File: src/i2cmt_consts.svh
// Register map, control fields, status codes and reset values
`ifndef I2CMT_CONSTS_SVH
`define I2CMT_CONSTS_SVH
`define I2CMT_A_CONTROL_SET_PORT 8'h00
`define I2CMT_A_STAT 8'h04
`define I2CMT_A_DAT 8'h08
`define I2CMT_A_CLOCK_HIGH_COUNT 8'h10
`define I2CMT_A_CLOCK_LOW_COUNT 8'h14
`define I2CMT_A_CONTROL_CLEAR_PORT 8'h18
`define I2CMT_B_EN 6
`define I2CMT_B_STA 5
`define I2CMT_B_STO 4
`define I2CMT_B_SI 3
`define I2CMT_B_AA 2
`define I2CMT_S_START 8'h08
`define I2CMT_S_RSTART 8'h10
`define I2CMT_S_AW_ACK 8'h18
`define I2CMT_S_AW_NACK 8'h20
`define I2CMT_S_D_ACK 8'h28
`define I2CMT_S_D_NACK 8'h30
`define I2CMT_S_ARB 8'h38
`define I2CMT_S_AR_ACK 8'h40
`define I2CMT_S_AR_NACK 8'h48
`define I2CMT_S_IDLE 8'hf8
`define I2CMT_SCL_RST 16'h0004
`define I2CMT_ACK_BIT 4'h8
`define I2CMT_CNT_ZERO 16'h0000
`endif

File: src/i2cmt_pkg.sv
// Types shared by the master transmit engine
`default_nettype none
package i2cmt_pkg;
  typedef enum logic [3:0] {
    ST_IDLE = 4'b0000,
    ST_START = 4'b0001,
    ST_HOLD = 4'b0010,
    ST_BLOW = 4'b0011,
    ST_BHIGH = 4'b0100,
    ST_RS1 = 4'b0101,
    ST_RS2 = 4'b0110,
    ST_STOP1 = 4'b0111,
    ST_STOP2 = 4'b1000,
    ST_STOP3 = 4'b1001,
    ST_LOST = 4'b1010
  } i2cmt_state_t;
endpackage : i2cmt_pkg
`default_nettype wire

File: src/i2cmt_engine.sv
// I2C master transmit engine with a classic Wishbone register slave
//
// Overview of operation
// - Address byte is seven address bits then direction; high means read.
// - Acknowledge is SDA low in ninth bit; high there means no acknowledge.
// - While the interrupt flag is set, transfer waits; SCL is held low except after arbitration loss.
// - With assert_ack clear the engine never answers as a slave.
// - A start request issues START as soon as the bus is free.
// - After START the flag is set with status 0x08.
// - In 0x08 or 0x10 a flag clear sends the address byte, samples ack.
// - After the address phase the flag rises with 0x18, 0x20, 0x38, 0x40 or 0x48.
// - Slave-side codes after address phase only when slave mode exists.
// - Address-plus-write acked gives 0x18, not acked gives 0x20.
// - Data byte acked gives 0x28, not acked gives 0x30.
// - In transmit states, flag clear with no requests sends next byte.
// - Flag clear with start only issues a repeated START.
// - Flag clear with stop only sends STOP; hardware clears stop bit.
// - Flag clear with start and stop sends STOP then a new START.
// - In 0x10 an address-read byte is sent, then master receive takes over.
// - Arbitration loss with no start request releases the bus.
// - Arbitration loss with start request retries START when bus frees.
// - Status holds five code bits, stable while flag set, low bits zero.
// - Set port sets the EN, STA, STO and AA bits at ones; clear port clears EN, STA, SI and AA.
// - Writing one to the flag clear bit clears the interrupt flag.
//
// The implementer's own choices: the Wishbone slave port and the address map.
`timescale 1ns/100ps
`default_nettype none
`include "i2cmt_consts.svh"

module i2cmt_engine
  import i2cmt_pkg::*;
(
  input wire logic CLK,
  input wire logic SYS_RST,
  input wire logic WB_CYC_I,
  input wire logic WB_STB_I,
  input wire logic WB_WE_I,
  input wire logic [7:0] WB_ADR_I,
  input wire logic [3:0] WB_SEL_I,
  input wire logic [31:0] WB_DAT_I,
  output logic [31:0] WB_DAT_O,
  output logic WB_ACK_O,
  input wire logic SCL_I,
  output logic SCL_O,
  output logic SCL_OE,
  input wire logic SDA_I,
  output logic SDA_O,
  output logic SDA_OE,
  output logic MASTER_RX
);

  i2cmt_state_t st_q;
  i2cmt_state_t st_d;
  logic ack_q;
  logic [31:0] rdat_q;
  logic req;
  logic wr_stb;
  logic en_q;
  logic sta_q;
  logic sto_q;
  logic si_q;
  logic aa_q;
  logic [4:0] stat_q;
  logic [7:0] dat_q;
  logic [15:0] clock_high_count_q;
  logic [15:0] clock_low_count_q;
  logic scl_m;
  logic scl_s;
  logic sda_m;
  logic sda_s;
  logic sda_p;
  logic busy_q;
  logic [15:0] cnt_q;
  logic tick;
  logic [7:0] sh_q;
  logic [3:0] bit_q;
  logic addr_byte_q;
  logic rd_q;
  logic rs_q;
  logic si_set;
  logic [7:0] code_d;
  logic sto_done;
  logic arb_lost;
  logic xmit_ok;
  logic mrx_q;
  logic scl_oe_q;
  logic sda_oe_q;

  // Phases in which this engine pulls SCL low
  function automatic logic is_low(input i2cmt_state_t s);
    is_low = (s == ST_HOLD) || (s == ST_BLOW) || (s == ST_RS1) ||
             (s == ST_STOP1);
  endfunction : is_low

  // Phases whose high time waits for SCL really high
  function automatic logic is_high_wait(input i2cmt_state_t s);
    is_high_wait = (s == ST_BHIGH) || (s == ST_RS2) || (s == ST_STOP2);
  endfunction : is_high_wait

  // Latched five-bit status matches a full eight-bit code
  function automatic logic stat_is(input logic [4:0] s,
                                   input logic [7:0] c);
    stat_is = (s == c[7:3]);
  endfunction : stat_is

  // Wishbone request and write strobe at the acknowledging edge
  assign req = WB_CYC_I && WB_STB_I;
  assign wr_stb = req && WB_WE_I && ack_q;

  // Registered acknowledge, one wait state, dropped after one cycle
  always_ff @(posedge CLK)
  begin
    if (SYS_RST)
      ack_q <= 1'b0;
    else
      ack_q <= req && !ack_q;
  end

  // Read data mux; unmapped addresses read zero
  always_ff @(posedge CLK)
  begin
    if (SYS_RST)
      rdat_q <= 32'h0000_0000;
    else if (req && !ack_q)
    begin
      case (WB_ADR_I)
        `I2CMT_A_CONTROL_SET_PORT: rdat_q <= {25'h0, en_q, sta_q, sto_q, si_q, aa_q,
                                    2'h0};
        `I2CMT_A_STAT: rdat_q <= {24'h0, stat_q, 3'h0};
        `I2CMT_A_DAT: rdat_q <= {24'h0, dat_q};
        `I2CMT_A_CLOCK_HIGH_COUNT: rdat_q <= {16'h0, clock_high_count_q};
        `I2CMT_A_CLOCK_LOW_COUNT: rdat_q <= {16'h0, clock_low_count_q};
        default: rdat_q <= 32'h0000_0000;
      endcase
    end
  end

  // Control bits: set port, clear port, hardware set wins over clear
  always_ff @(posedge CLK)
  begin
    if (SYS_RST)
    begin
      en_q <= 1'b0;
      sta_q <= 1'b0;
      sto_q <= 1'b0;
      si_q <= 1'b0;
      aa_q <= 1'b0;
    end
    else
    begin
      if (wr_stb && WB_SEL_I[0] && WB_ADR_I == `I2CMT_A_CONTROL_SET_PORT)
      begin
        en_q <= en_q | WB_DAT_I[`I2CMT_B_EN];
        sta_q <= sta_q | WB_DAT_I[`I2CMT_B_STA];
        aa_q <= aa_q | WB_DAT_I[`I2CMT_B_AA];
      end
      else if (wr_stb && WB_SEL_I[0] && WB_ADR_I == `I2CMT_A_CONTROL_CLEAR_PORT)
      begin
        en_q <= en_q & ~WB_DAT_I[`I2CMT_B_EN];
        sta_q <= sta_q & ~WB_DAT_I[`I2CMT_B_STA];
        aa_q <= aa_q & ~WB_DAT_I[`I2CMT_B_AA];
      end
      // Stop request: software set wins over hardware clear
      if (wr_stb && WB_SEL_I[0] && WB_ADR_I == `I2CMT_A_CONTROL_SET_PORT &&
          WB_DAT_I[`I2CMT_B_STO])
        sto_q <= 1'b1;
      else if (sto_done || !en_q)
        sto_q <= 1'b0;
      // Interrupt flag: only hardware sets it
      if (si_set)
        si_q <= 1'b1;
      else if (wr_stb && WB_SEL_I[0] && WB_ADR_I == `I2CMT_A_CONTROL_CLEAR_PORT &&
               WB_DAT_I[`I2CMT_B_SI])
        si_q <= 1'b0;
    end
  end

  // Data and bit-rate registers
  always_ff @(posedge CLK)
  begin
    if (SYS_RST)
    begin
      dat_q <= 8'h00;
      clock_high_count_q <= `I2CMT_SCL_RST;
      clock_low_count_q <= `I2CMT_SCL_RST;
    end
    else if (wr_stb)
    begin
      if (WB_ADR_I == `I2CMT_A_DAT && WB_SEL_I[0])
        dat_q <= WB_DAT_I[7:0];
      if (WB_ADR_I == `I2CMT_A_CLOCK_HIGH_COUNT && WB_SEL_I[0])
        clock_high_count_q[7:0] <= WB_DAT_I[7:0];
      if (WB_ADR_I == `I2CMT_A_CLOCK_HIGH_COUNT && WB_SEL_I[1])
        clock_high_count_q[15:8] <= WB_DAT_I[15:8];
      if (WB_ADR_I == `I2CMT_A_CLOCK_LOW_COUNT && WB_SEL_I[0])
        clock_low_count_q[7:0] <= WB_DAT_I[7:0];
      if (WB_ADR_I == `I2CMT_A_CLOCK_LOW_COUNT && WB_SEL_I[1])
        clock_low_count_q[15:8] <= WB_DAT_I[15:8];
    end
  end

  // Status code latched only when the flag is raised
  always_ff @(posedge CLK)
  begin
    if (SYS_RST)
      stat_q <= 5'(`I2CMT_S_IDLE >> 3);
    else if (si_set)
      stat_q <= code_d[7:3];
  end

  // Two-flop synchronisers for the bus lines, plus SDA history
  always_ff @(posedge CLK)
  begin
    if (SYS_RST)
    begin
      scl_m <= 1'b1;
      scl_s <= 1'b1;
      sda_m <= 1'b1;
      sda_s <= 1'b1;
      sda_p <= 1'b1;
    end
    else
    begin
      scl_m <= SCL_I;
      scl_s <= scl_m;
      sda_m <= SDA_I;
      sda_s <= sda_m;
      sda_p <= sda_s;
    end
  end

  // Bus busy between a seen START and a seen STOP
  always_ff @(posedge CLK)
  begin
    if (SYS_RST)
      busy_q <= 1'b0;
    else if (scl_s && sda_p && !sda_s)
      busy_q <= 1'b1;
    else if (scl_s && !sda_p && sda_s)
      busy_q <= 1'b0;
  end

  // Phase timer: reload on phase change, pause while SCL stretched low
  assign tick = (cnt_q == `I2CMT_CNT_ZERO);
  always_ff @(posedge CLK)
  begin
    if (SYS_RST)
      cnt_q <= `I2CMT_SCL_RST;
    else if (st_d != st_q)
      cnt_q <= is_low(st_d) ? clock_low_count_q : clock_high_count_q;
    else if (!tick && (!is_high_wait(st_q) || scl_s))
      cnt_q <= cnt_q - 16'h0001;
  end

  // Arbitration lost: released SDA seen low while SCL high
  assign arb_lost = (st_q == ST_BHIGH) && (bit_q != `I2CMT_ACK_BIT) &&
                    sh_q[7] && scl_s && !sda_s;
  assign xmit_ok = stat_is(stat_q, `I2CMT_S_START) ||
                   stat_is(stat_q, `I2CMT_S_RSTART) ||
                   stat_is(stat_q, `I2CMT_S_AW_ACK) ||
                   stat_is(stat_q, `I2CMT_S_AW_NACK) ||
                   stat_is(stat_q, `I2CMT_S_D_ACK) ||
                   stat_is(stat_q, `I2CMT_S_D_NACK);
  assign sto_done = (st_q == ST_STOP3) && tick;

  // Engine sequencing and status code selection
  always_comb
  begin
    st_d = st_q;
    si_set = 1'b0;
    code_d = `I2CMT_S_IDLE;
    case (st_q)
      ST_IDLE:
        if (en_q && sta_q && !si_q && !busy_q)
          st_d = ST_START;
      ST_START:
        if (tick)
        begin
          st_d = ST_HOLD;
          si_set = 1'b1;
          code_d = rs_q ? `I2CMT_S_RSTART : `I2CMT_S_START;
        end
      ST_HOLD:
        if (!si_q)
        begin
          if (sto_q)
            st_d = ST_STOP1;
          else if (sta_q)
            st_d = ST_RS1;
          else if (xmit_ok)
            st_d = ST_BLOW;
        end
      ST_BLOW:
        if (tick)
          st_d = ST_BHIGH;
      ST_BHIGH:
        if (arb_lost)
        begin
          st_d = ST_LOST;
          si_set = 1'b1;
          code_d = `I2CMT_S_ARB;
        end
        else if (tick && bit_q == `I2CMT_ACK_BIT)
        begin
          st_d = ST_HOLD;
          si_set = 1'b1;
          if (!addr_byte_q)
            code_d = sda_s ? `I2CMT_S_D_NACK : `I2CMT_S_D_ACK;
          else if (rd_q)
            code_d = sda_s ? `I2CMT_S_AR_NACK : `I2CMT_S_AR_ACK;
          else
            code_d = sda_s ? `I2CMT_S_AW_NACK : `I2CMT_S_AW_ACK;
        end
        else if (tick)
          st_d = ST_BLOW;
      ST_RS1:
        if (tick)
          st_d = ST_RS2;
      ST_RS2:
        if (tick)
          st_d = ST_START;
      ST_STOP1:
        if (tick)
          st_d = ST_STOP2;
      ST_STOP2:
        if (tick)
          st_d = ST_STOP3;
      ST_STOP3:
        if (tick)
          st_d = ST_IDLE;
      ST_LOST:
        if (!si_q)
          st_d = ST_IDLE;
      default:
        st_d = ST_IDLE;
    endcase
    if (!en_q)
      st_d = ST_IDLE;
  end

  // State register
  always_ff @(posedge CLK)
  begin
    if (SYS_RST)
      st_q <= ST_IDLE;
    else
      st_q <= st_d;
  end

  // Shift register, bit count, byte kind and repeated-start marker
  always_ff @(posedge CLK)
  begin
    if (SYS_RST)
    begin
      sh_q <= 8'h00;
      bit_q <= 4'h0;
      addr_byte_q <= 1'b0;
      rd_q <= 1'b0;
      rs_q <= 1'b0;
    end
    else
    begin
      if (st_q == ST_HOLD && st_d == ST_BLOW)
      begin
        sh_q <= dat_q;
        bit_q <= 4'h0;
        addr_byte_q <= stat_is(stat_q, `I2CMT_S_START) ||
                       stat_is(stat_q, `I2CMT_S_RSTART);
        rd_q <= dat_q[0];
      end
      else if (st_q == ST_BHIGH && st_d == ST_BLOW)
      begin
        sh_q <= {sh_q[6:0], 1'b0};
        bit_q <= bit_q + 4'h1;
      end
      if (st_d == ST_RS2)
        rs_q <= 1'b1;
      else if (st_d == ST_IDLE)
        rs_q <= 1'b0;
    end
  end

  // Handoff level to master receive after an address-read byte
  always_ff @(posedge CLK)
  begin
    if (SYS_RST)
      mrx_q <= 1'b0;
    else if (si_set && (code_d == `I2CMT_S_AR_ACK ||
                        code_d == `I2CMT_S_AR_NACK))
      mrx_q <= 1'b1;
    else if (st_d != ST_HOLD)
      mrx_q <= 1'b0;
  end

  // Open-drain drivers; assert_ack never enables a slave answer here
  always_ff @(posedge CLK)
  begin
    if (SYS_RST)
    begin
      scl_oe_q <= 1'b0;
      sda_oe_q <= 1'b0;
    end
    else
    begin
      scl_oe_q <= is_low(st_q);
      case (st_q)
        ST_START, ST_STOP1, ST_STOP2: sda_oe_q <= 1'b1;
        // SDA moves only once SCL is already pulled low
        ST_BLOW:
          if (scl_oe_q)
            sda_oe_q <= (bit_q != `I2CMT_ACK_BIT) && !sh_q[7];
        ST_HOLD, ST_BHIGH: sda_oe_q <= sda_oe_q;
        default: sda_oe_q <= 1'b0;
      endcase
    end
  end

  assign WB_ACK_O = ack_q;
  assign WB_DAT_O = rdat_q;
  assign SCL_OE = scl_oe_q;
  assign SDA_OE = sda_oe_q;
  assign SCL_O = 1'b0;
  assign SDA_O = 1'b0;
  assign MASTER_RX = mrx_q;
endmodule : i2cmt_engine
`default_nettype wire

File: config.mk
export PLATFORM = sky130hd
export DESIGN_NAME = i2cmt_engine
export DESIGN_NICKNAME = d
export VERILOG_FILES = /design/src/i2cmt_pkg.sv /design/src/i2cmt_engine.sv
export VERILOG_INCLUDE_DIRS = /design/src /design/src/src
export SDC_FILE = /design/constraint.sdc
export NUM_CORES = 1
export LEC_CHECK = 0
export BUFFER_PORTS_ARGS = -buffer_cell sky130_fd_sc_hd__buf_4
export CAP_MARGIN = 20
export CORE_MARGIN = 2
export CORE_UTILIZATION = 42
export CTS_BUF_LIST = sky130_fd_sc_hd__clkbuf_8 sky130_fd_sc_hd__clkbuf_16
export DETAILED_ROUTE_END_ITERATION = 12
export PLACE_DENSITY = 0.63
export SLEW_MARGIN = 0
export SYNTH_ARGS = -nofsm -noshare
export SYNTH_HDL_FRONTEND = slang
export SYNTH_SLANG_ARGS = --single-unit
File: constraint.sdc
create_clock -name CLK -period 8.42 [get_ports CLK]
set_input_delay 0 -clock CLK [delete_from_list [all_inputs] [get_ports CLK]]
set_output_delay 0 -clock CLK [all_outputs]
set_load 0.01 [all_outputs]
==> qor.txt, run 1 <==
Outcome = completed
Port Buffers = 52
Req. time, crit path = 8.61 ns
Setup Buffers After CTS = 0
Tmin final = 3.880 ns
Hpwl dp = 9.996 mm
First-pass GRT wire length = 23.15 mm
Fill cells = 1,299
Die area = 14,290 µm²
Root buffer cell = clkbuf_16
Initial antenna violation count = 0
CP peak stage delay = 0.74 ns
Via count = 5,002
Top FF cell, synth = dfxtp_1
Antenna diodes = 0
Router iterations before antenna repair = 7
I/O Pins = 89
DRC viols = 0
Hold crit path type = primary input to flip-flop
Fin crit share = 46.08%
Worst hold path stage count = 3
CP Cell Sequence = or4_4 > or4b_1 > or2_4 > a311o_1 > nor4_1 > nand2_1 > nand3_1 > a21oi_1
Final setup TNS = 0 ns
Peak supply drop = 0.1739 mV
Worst path slowest cell = nor4_1
Startpoint Class = flip-flop
Clk sink count = 111
Worst Setup Path Type = flip-flop to flip-flop
Final instance area = 6482 µm²
Core area = 13,140 µm²
GRT Overall Usage = 20.30%
Slew Limit Fails = 0
TritonCTS clock tree = done
FF-to-FF setup slack = 4.54 ns
Final ANT Viol Nets = 0
Crit path max-delay family = simple AND/OR/NAND/NOR gates
Later-pin clock latency in the skew report = 0.36 ns
Synth Instances = 683
Final Power = 1292 µW
Endpoints failing hold = 0
Synth area leaders = dfxtp_1, mux2i_1, nor2_1, a21oi_1, nand2_1
Area Growth Syn to Fin = 15.60%
Most common library cells after synthesis = dfxtp_1, nor2_1, nand2_1
Area of the mapped netlist = 5608 µm²
Synth async-reset ratio = 0%
Max Fclk = 0.2578 GHz
Post-synth EDFFs = 0
WHS Endpoint = WB_DAT_O[2]$_SDFFE_PP0P_
Vias/cell = 5.527
Syn Area/Cell = 8.211 µm²
Final Skew = 0.007930 ns
Synth Warn # = 0
RSZ-0062 raised after global routing = false
Clock buffer depth = 2
Reg-to-Reg End = sh_q[5]$_SDFFE_PP0P_
Crit Path Max Fanout = 11
Worst path bufs/invs = 0
Die height = 119.6 µm
Critical R2R Launch = cnt_q[2]$_SDFFE_PP1P_
Maxcap violations = 0
Yosys reg bits = 111
Iter 0 DRT Violations = 376
Rel. slew slack = 33.33%
Hold Startpoint = WB_ADR_I[2]
Crit. End Element = flip-flop
Largest area contributor in the netlist = dfxtp_1
Tightest Pin Transition = 1.000 ns
Share of cells above drive strength 1 = 11.93%
DIE WIDTH = 119.6 µm
DP Area = 5991 µm²
WP data arrival = 4.07 ns
Routed WL per cell = 15.89 µm
Htree depth = 3
Vias in the first global route = 4,698
Most common cell in the netlist = dfxtp_1
Total wire length = 14.38 mm
LEAKAGE = 0.002564 µW
Grt ovf = 0
Register clock-pin slew on the reported worst setup and hold paths = 0.07 ns
Initial Util = 42.69%
Yosys top cell area share = 39.63%
Largest net degree at the start of global routing = 99
RePlAce Congestion = 0.9365
Sequential share of the synthesized area = 39.63%
Depth of the worst register-to-register path = 8
Site Rows = 42
Final net count = 780
Post-CTS resize count = 0
Pwr dens = 199.2 nW/µm²
Cell variety after synth = 60
Final Setup Violations = 0
Number of CTS-inserted buffers = 9
-- worst min-delay path, stage by stage --
cell and delay, ns:
buf_4 0.21, nand3_1 0.12, a311oi_1 0.08
-- power breakdown --
group / total (µW) / switching (µW) / leakage [µW] / internal [µW]
Clock: 443 / 189 / 0.000157 / 253
Sequential: 590 / 29.8 / 0.000899 / 560
Combinational: 259 / 149 / 0.00151 / 110
Total: 1290 / 369 / 0.00256 / 923
-- registers in the layout, indices dropped and copies added, names as in the netlist, 4 cells and up, named ones only --
register and flops:
clock_high_count_q 16, clock_low_count_q 16, cnt_q 16, st_q 4, sh_q 8, bit_q 4, dat_q 8, stat_q 5
WB_DAT_O 16
-- layer usage --
metal	vias up	wire length (µm)	GRT usage, %	share of wire (%)
li1	2474	-	-	-
met1	2344	6663	26.86	46
met2	165	6752	32.68	47
met3	19	715	4.135	5.0
met4	0	249	7.721	1.7
met5	-	0	0	0
-- layout by cell type (no fill, tap or decap), types with 18 or more instances in the layout --
master	count
nor3_1	30
mux2i_1	52
conb_1	18
dlygate4sd3_1	18
a21oi_1	54
buf_4	55
nor2_1	95
nand2_1	65
nand3_1	19
dfxtp_1	111
inv_1	18
o21ai_0	24
-- through the flow --
stage	hold slack, ns	setup WS, ns	utilization (%)	std cells
finish	0.1090	4.540	49.34	905
global route	0.1496	4.370	49.34	905
CTS	0.1028	4.548	49.34	905
detailed placement	0.1922	4.563	45.60	871
global placement	0.1889	4.569	45.60	871
floorplan	0.1038	4.960	-	700
-- repair_timing --
| action | in CTS | in global routing |
|---|---|---|
| hold endpoints to repair | 44 | 0 |
| setup endpoints to repair | 0 | 0 |
| hold buffers | 18 | 0 |
-- worst max path at each step --
stage | start | to | slack [ns] | cells after the start
2_1_floorplan | cnt_q[8]$_SDFFE_PP0P_ | sh_q[0]$_SDFFE_PP0P_ | 4.96 | 11
3_3_place_gp | cnt_q[2]$_SDFFE_PP1P_ | addr_byte_q$_SDFFE_PP0P_ | 4.57 | 8
3_5_place_dp | cnt_q[2]$_SDFFE_PP1P_ | addr_byte_q$_SDFFE_PP0P_ | 4.56 | 8
4_1_cts | cnt_q[2]$_SDFFE_PP1P_ | addr_byte_q$_SDFFE_PP0P_ | 4.55 | 8
5_1_grt | cnt_q[2]$_SDFFE_PP1P_ | sh_q[5]$_SDFFE_PP0P_ | 4.37 | 8
6_report | cnt_q[2]$_SDFFE_PP1P_ | sh_q[5]$_SDFFE_PP0P_ | 4.54 | 8
-- final cells by class --
cell class              count  area [µm²]  share of cell area (%)
well taps                 176       220.2                   3.397
flip-flops and latches    111        2222                   34.28
clock buffers              12       266.5                   4.111
inverters                  16       60.06                  0.9265
multi-input cells         513        3075                   47.44
clock inverters             4       45.04                  0.6948
repair buffers             73       593.1                   9.149
-- cell families (layout without fill, tap and decap cells) --
logic type                 count (synthesis)  count (layout)  synth area share, %
DFF                                      111             111                39.63
other                                      1              18              0.06687
AOI/OAI and AO/OA                        140             140                15.60
adders and majority gates                  5               5                1.116
xor gates and xnor gates                  18              18                2.811
buffers and inverters                     76             105                6.783
muxes                                     55              55                10.08
and+or+nand+nor                          277             277                23.92
Power figures use the tool's default switching activity.
==> inputs of run 2 (changes only) <==
Settings changed: PLACE_DENSITY 0.63 to 0.66.
Clock period 8.42 ns to 3.1 ns, I/O delays scaled along.
==> run 2 against run 1 <==
  * The flow now finishes with violations (negative setup slack)
  * Clock skew is 0.00053 ns lower
  * Die area stayed put
  * Critical path type unchanged
  * First-iteration DRC count is 2.9% higher
  * Cell area is 8.6% higher
  * Critical endpoint is now sh_q[3]$_SDFFE_PP0P_
  * Routed wire length is 8.7% higher
  * Clock power grew to 2.5 times the previous value
  * Total power grew to 2.9 times the previous value
==> qor.txt, run 2 (synthesis results as in run 1) <==
Fin crit share = 106.1% (+60 points)
Req. time, crit path = 3.32 ns (-5.29 ns)
Worst path slowest cell = or4_4
Initial antenna violation count = 0 (unchanged)
Startpoint Class = flip-flop
Die area = 14,290 µm² (unchanged)
Die height = 119.6 µm (unchanged)
Endpoints failing hold = 0 (unchanged)
DRC viols = 0 (unchanged)
Hpwl dp = 11.30 mm (+13%)
Final net count = 841 (+7.8%)
Antenna diodes = 0 (unchanged)
RePlAce Congestion = 0.9226 (-1.5%)
DIE WIDTH = 119.6 µm (unchanged)
Iter 0 DRT Violations = 387 (+2.9%)
LEAKAGE = 0.002878 µW (+12%)
Root buffer cell = clkbuf_16
Multi-input gate area = 3152 µm² (+2.5%)
Clock buffer depth = 2 (unchanged)
Crit path max-delay family = simple AND/OR/NAND/NOR gates
Pwr dens = 523.7 nW/µm² (+160%)
CP Cell Sequence = or4_4 > or4b_4 > or2_4 > a311o_1 > or4_4 > or4_4 > nand3_1 > a21oi_1
Final Setup Violations = 29 (+29)
Crit. End Element = flip-flop
Register clock-pin slew on the reported worst setup and hold paths = 0.08 ns (about the same)
Outcome = finished with violations
Via count = 5,371 (+7.4%)
Site Rows = 42 (unchanged)
RSZ-0062 raised after global routing = true
Number of CTS-inserted buffers = 9 (unchanged)
Later-pin clock latency in the skew report = 0.36 ns (about the same)
Grt ovf = 0 (unchanged)
Failing checks = negative setup slack
Initial Util = 42.69% (unchanged)
Final ANT Viol Nets = 0 (unchanged)
Pre-CTS WS = -0.2408 ns (-4.804 ns)
Hold crit path type = primary input to flip-flop
Slew Limit Fails = 0 (unchanged)
Most common cell after layout, fill and taps aside = dfxtp_1
Fill cells = 1,235 (-4.9%)
Htree depth = 3 (unchanged)
TritonCTS clock tree = done
Largest net degree at the start of global routing = 51 (-48%)
Vias in the first global route = 5,268 (+12%)
Core area = 13,140 µm² (unchanged)
GRT Overall Usage = 21.99% (+1.7 points)
Worst path bufs/invs = 0 (unchanged)
I/O Pins = 89 (unchanged)
Final Skew = 0.007404 ns (-0.0005266 ns)
Maxcap violations = 0 (unchanged)
Router iterations before antenna repair = 5 (-2)
Critical Path Most Common Cell = or4_4
Max Fclk = 0.3042 GHz (+18%)
WP data arrival = 3.51 ns (-0.56 ns)
Vias/cell = 5.560 (+0.60%)
WHS = 0.08324 ns (-0.02578 ns)
Sequential cell area = 2225 µm² (+0.11%)
Area Growth Syn to Fin = 25.50%
Worst Slack Setup Final = -0.1878 ns (-4.728 ns)
Rel. slew slack = 49.95% (+17 points)
Routed WL per cell = 16.18 µm (+1.8%)
Total wire length = 15.63 mm (+8.7%)
Tmin final = 3.288 ns (-0.5919 ns)
Share of cells above drive strength 1 = 21.01% (+9.1 points)
Port Buffers = 52 (unchanged)
Crit Path Max Fanout = 5 (-6)
First-pass GRT wire length = 25.25 mm (+9.1%)
Worst Setup Path Type = flip-flop to flip-flop
Most frequent cells in the layout = dfxtp_1, buf_4, nor2_1
CP peak stage delay = 0.54 ns (-0.20 ns)
Tightest Pin Transition = 0.7428 ns (-0.2572 ns)
Clk sink count = 111 (unchanged)
Peak supply drop = 0.5292 mV (+200%)
run 2: report_power, final:
| group | leakage (µW) | internal, µW | switching (µW) |
|---|---|---|---|
| Combinational | 0.00184 | 499 | 479 |
| Sequential | 0.000900 | 1520 | 68.7 |
| Clock | 0.000138 | 556 | 560 |
| Total | 0.00288 | 2580 | 1110 |
run 2: through the flow:
stage               cells  util [%]  TNS, ns  power (µW)  area (µm²)
floorplan             700         -   -5.163        2233        5699
global placement      927     49.12   -3.319        2488        6454
detailed placement    927     49.12   -4.688        2510        6454
CTS                   963     53.07   -3.574        3673        6972
global route          966     53.57   -6.274        3890        7038
finish                966     53.57   -3.286        3686        7038
run 2: per-layer routing:
| layer | track usage [%] | vias up | routed length [µm] |
|---|---|---|---|
| met1 | 27.17 | 2509 | 6806 |
| met2 | 36.71 | 214 | 7290 |
| met3 | 5.276 | 48 | 994 |
| met4 | 9.191 | 0 | 538 |
| met5 | 0 | - | 0 |
| li1 | - | 2600 | - |
run 2: path summary, 6_finish.rpt:
check | startpoint | endpoint | slack (ns) | depth (start not counted)
max | cnt_q[5]$_SDFFE_PP0P_ | sh_q[3]$_SDFFE_PP0P_ | -0.19 | 8
min | SYS_RST | clock_low_count_q[14]$_SDFFE_PP0P_ | 0.08 | 2
max reg2reg | cnt_q[5]$_SDFFE_PP0P_ | sh_q[3]$_SDFFE_PP0P_ | -0.19 | 8
min reg2reg | sda_m$_SDFF_PP1_ | sda_s$_SDFF_PP1_ | 0.41 | 1
run 2: cell type report:
| class | count | area share [%] |
|---|---|---|
| Clock buffer | 9 | 3.200 |
| Clock inverter | 7 | 0.7822 |
| Inverter | 16 | 0.8533 |
| Multi-Input combinational cell | 514 | 44.78 |
| Sequential cell | 111 | 31.61 |
| Timing Repair Buffer | 133 | 15.64 |
| Tap cell | 176 | 3.129 |
run 2: timing repair:
item,4_1_cts,5_1_grt
gates cloned,1,1
buffers inserted,1,2
setup endpoints to repair,30,31
hold endpoints to repair,44,0
hold buffers,18,0
pin swaps,0,6
resized for setup,7,12
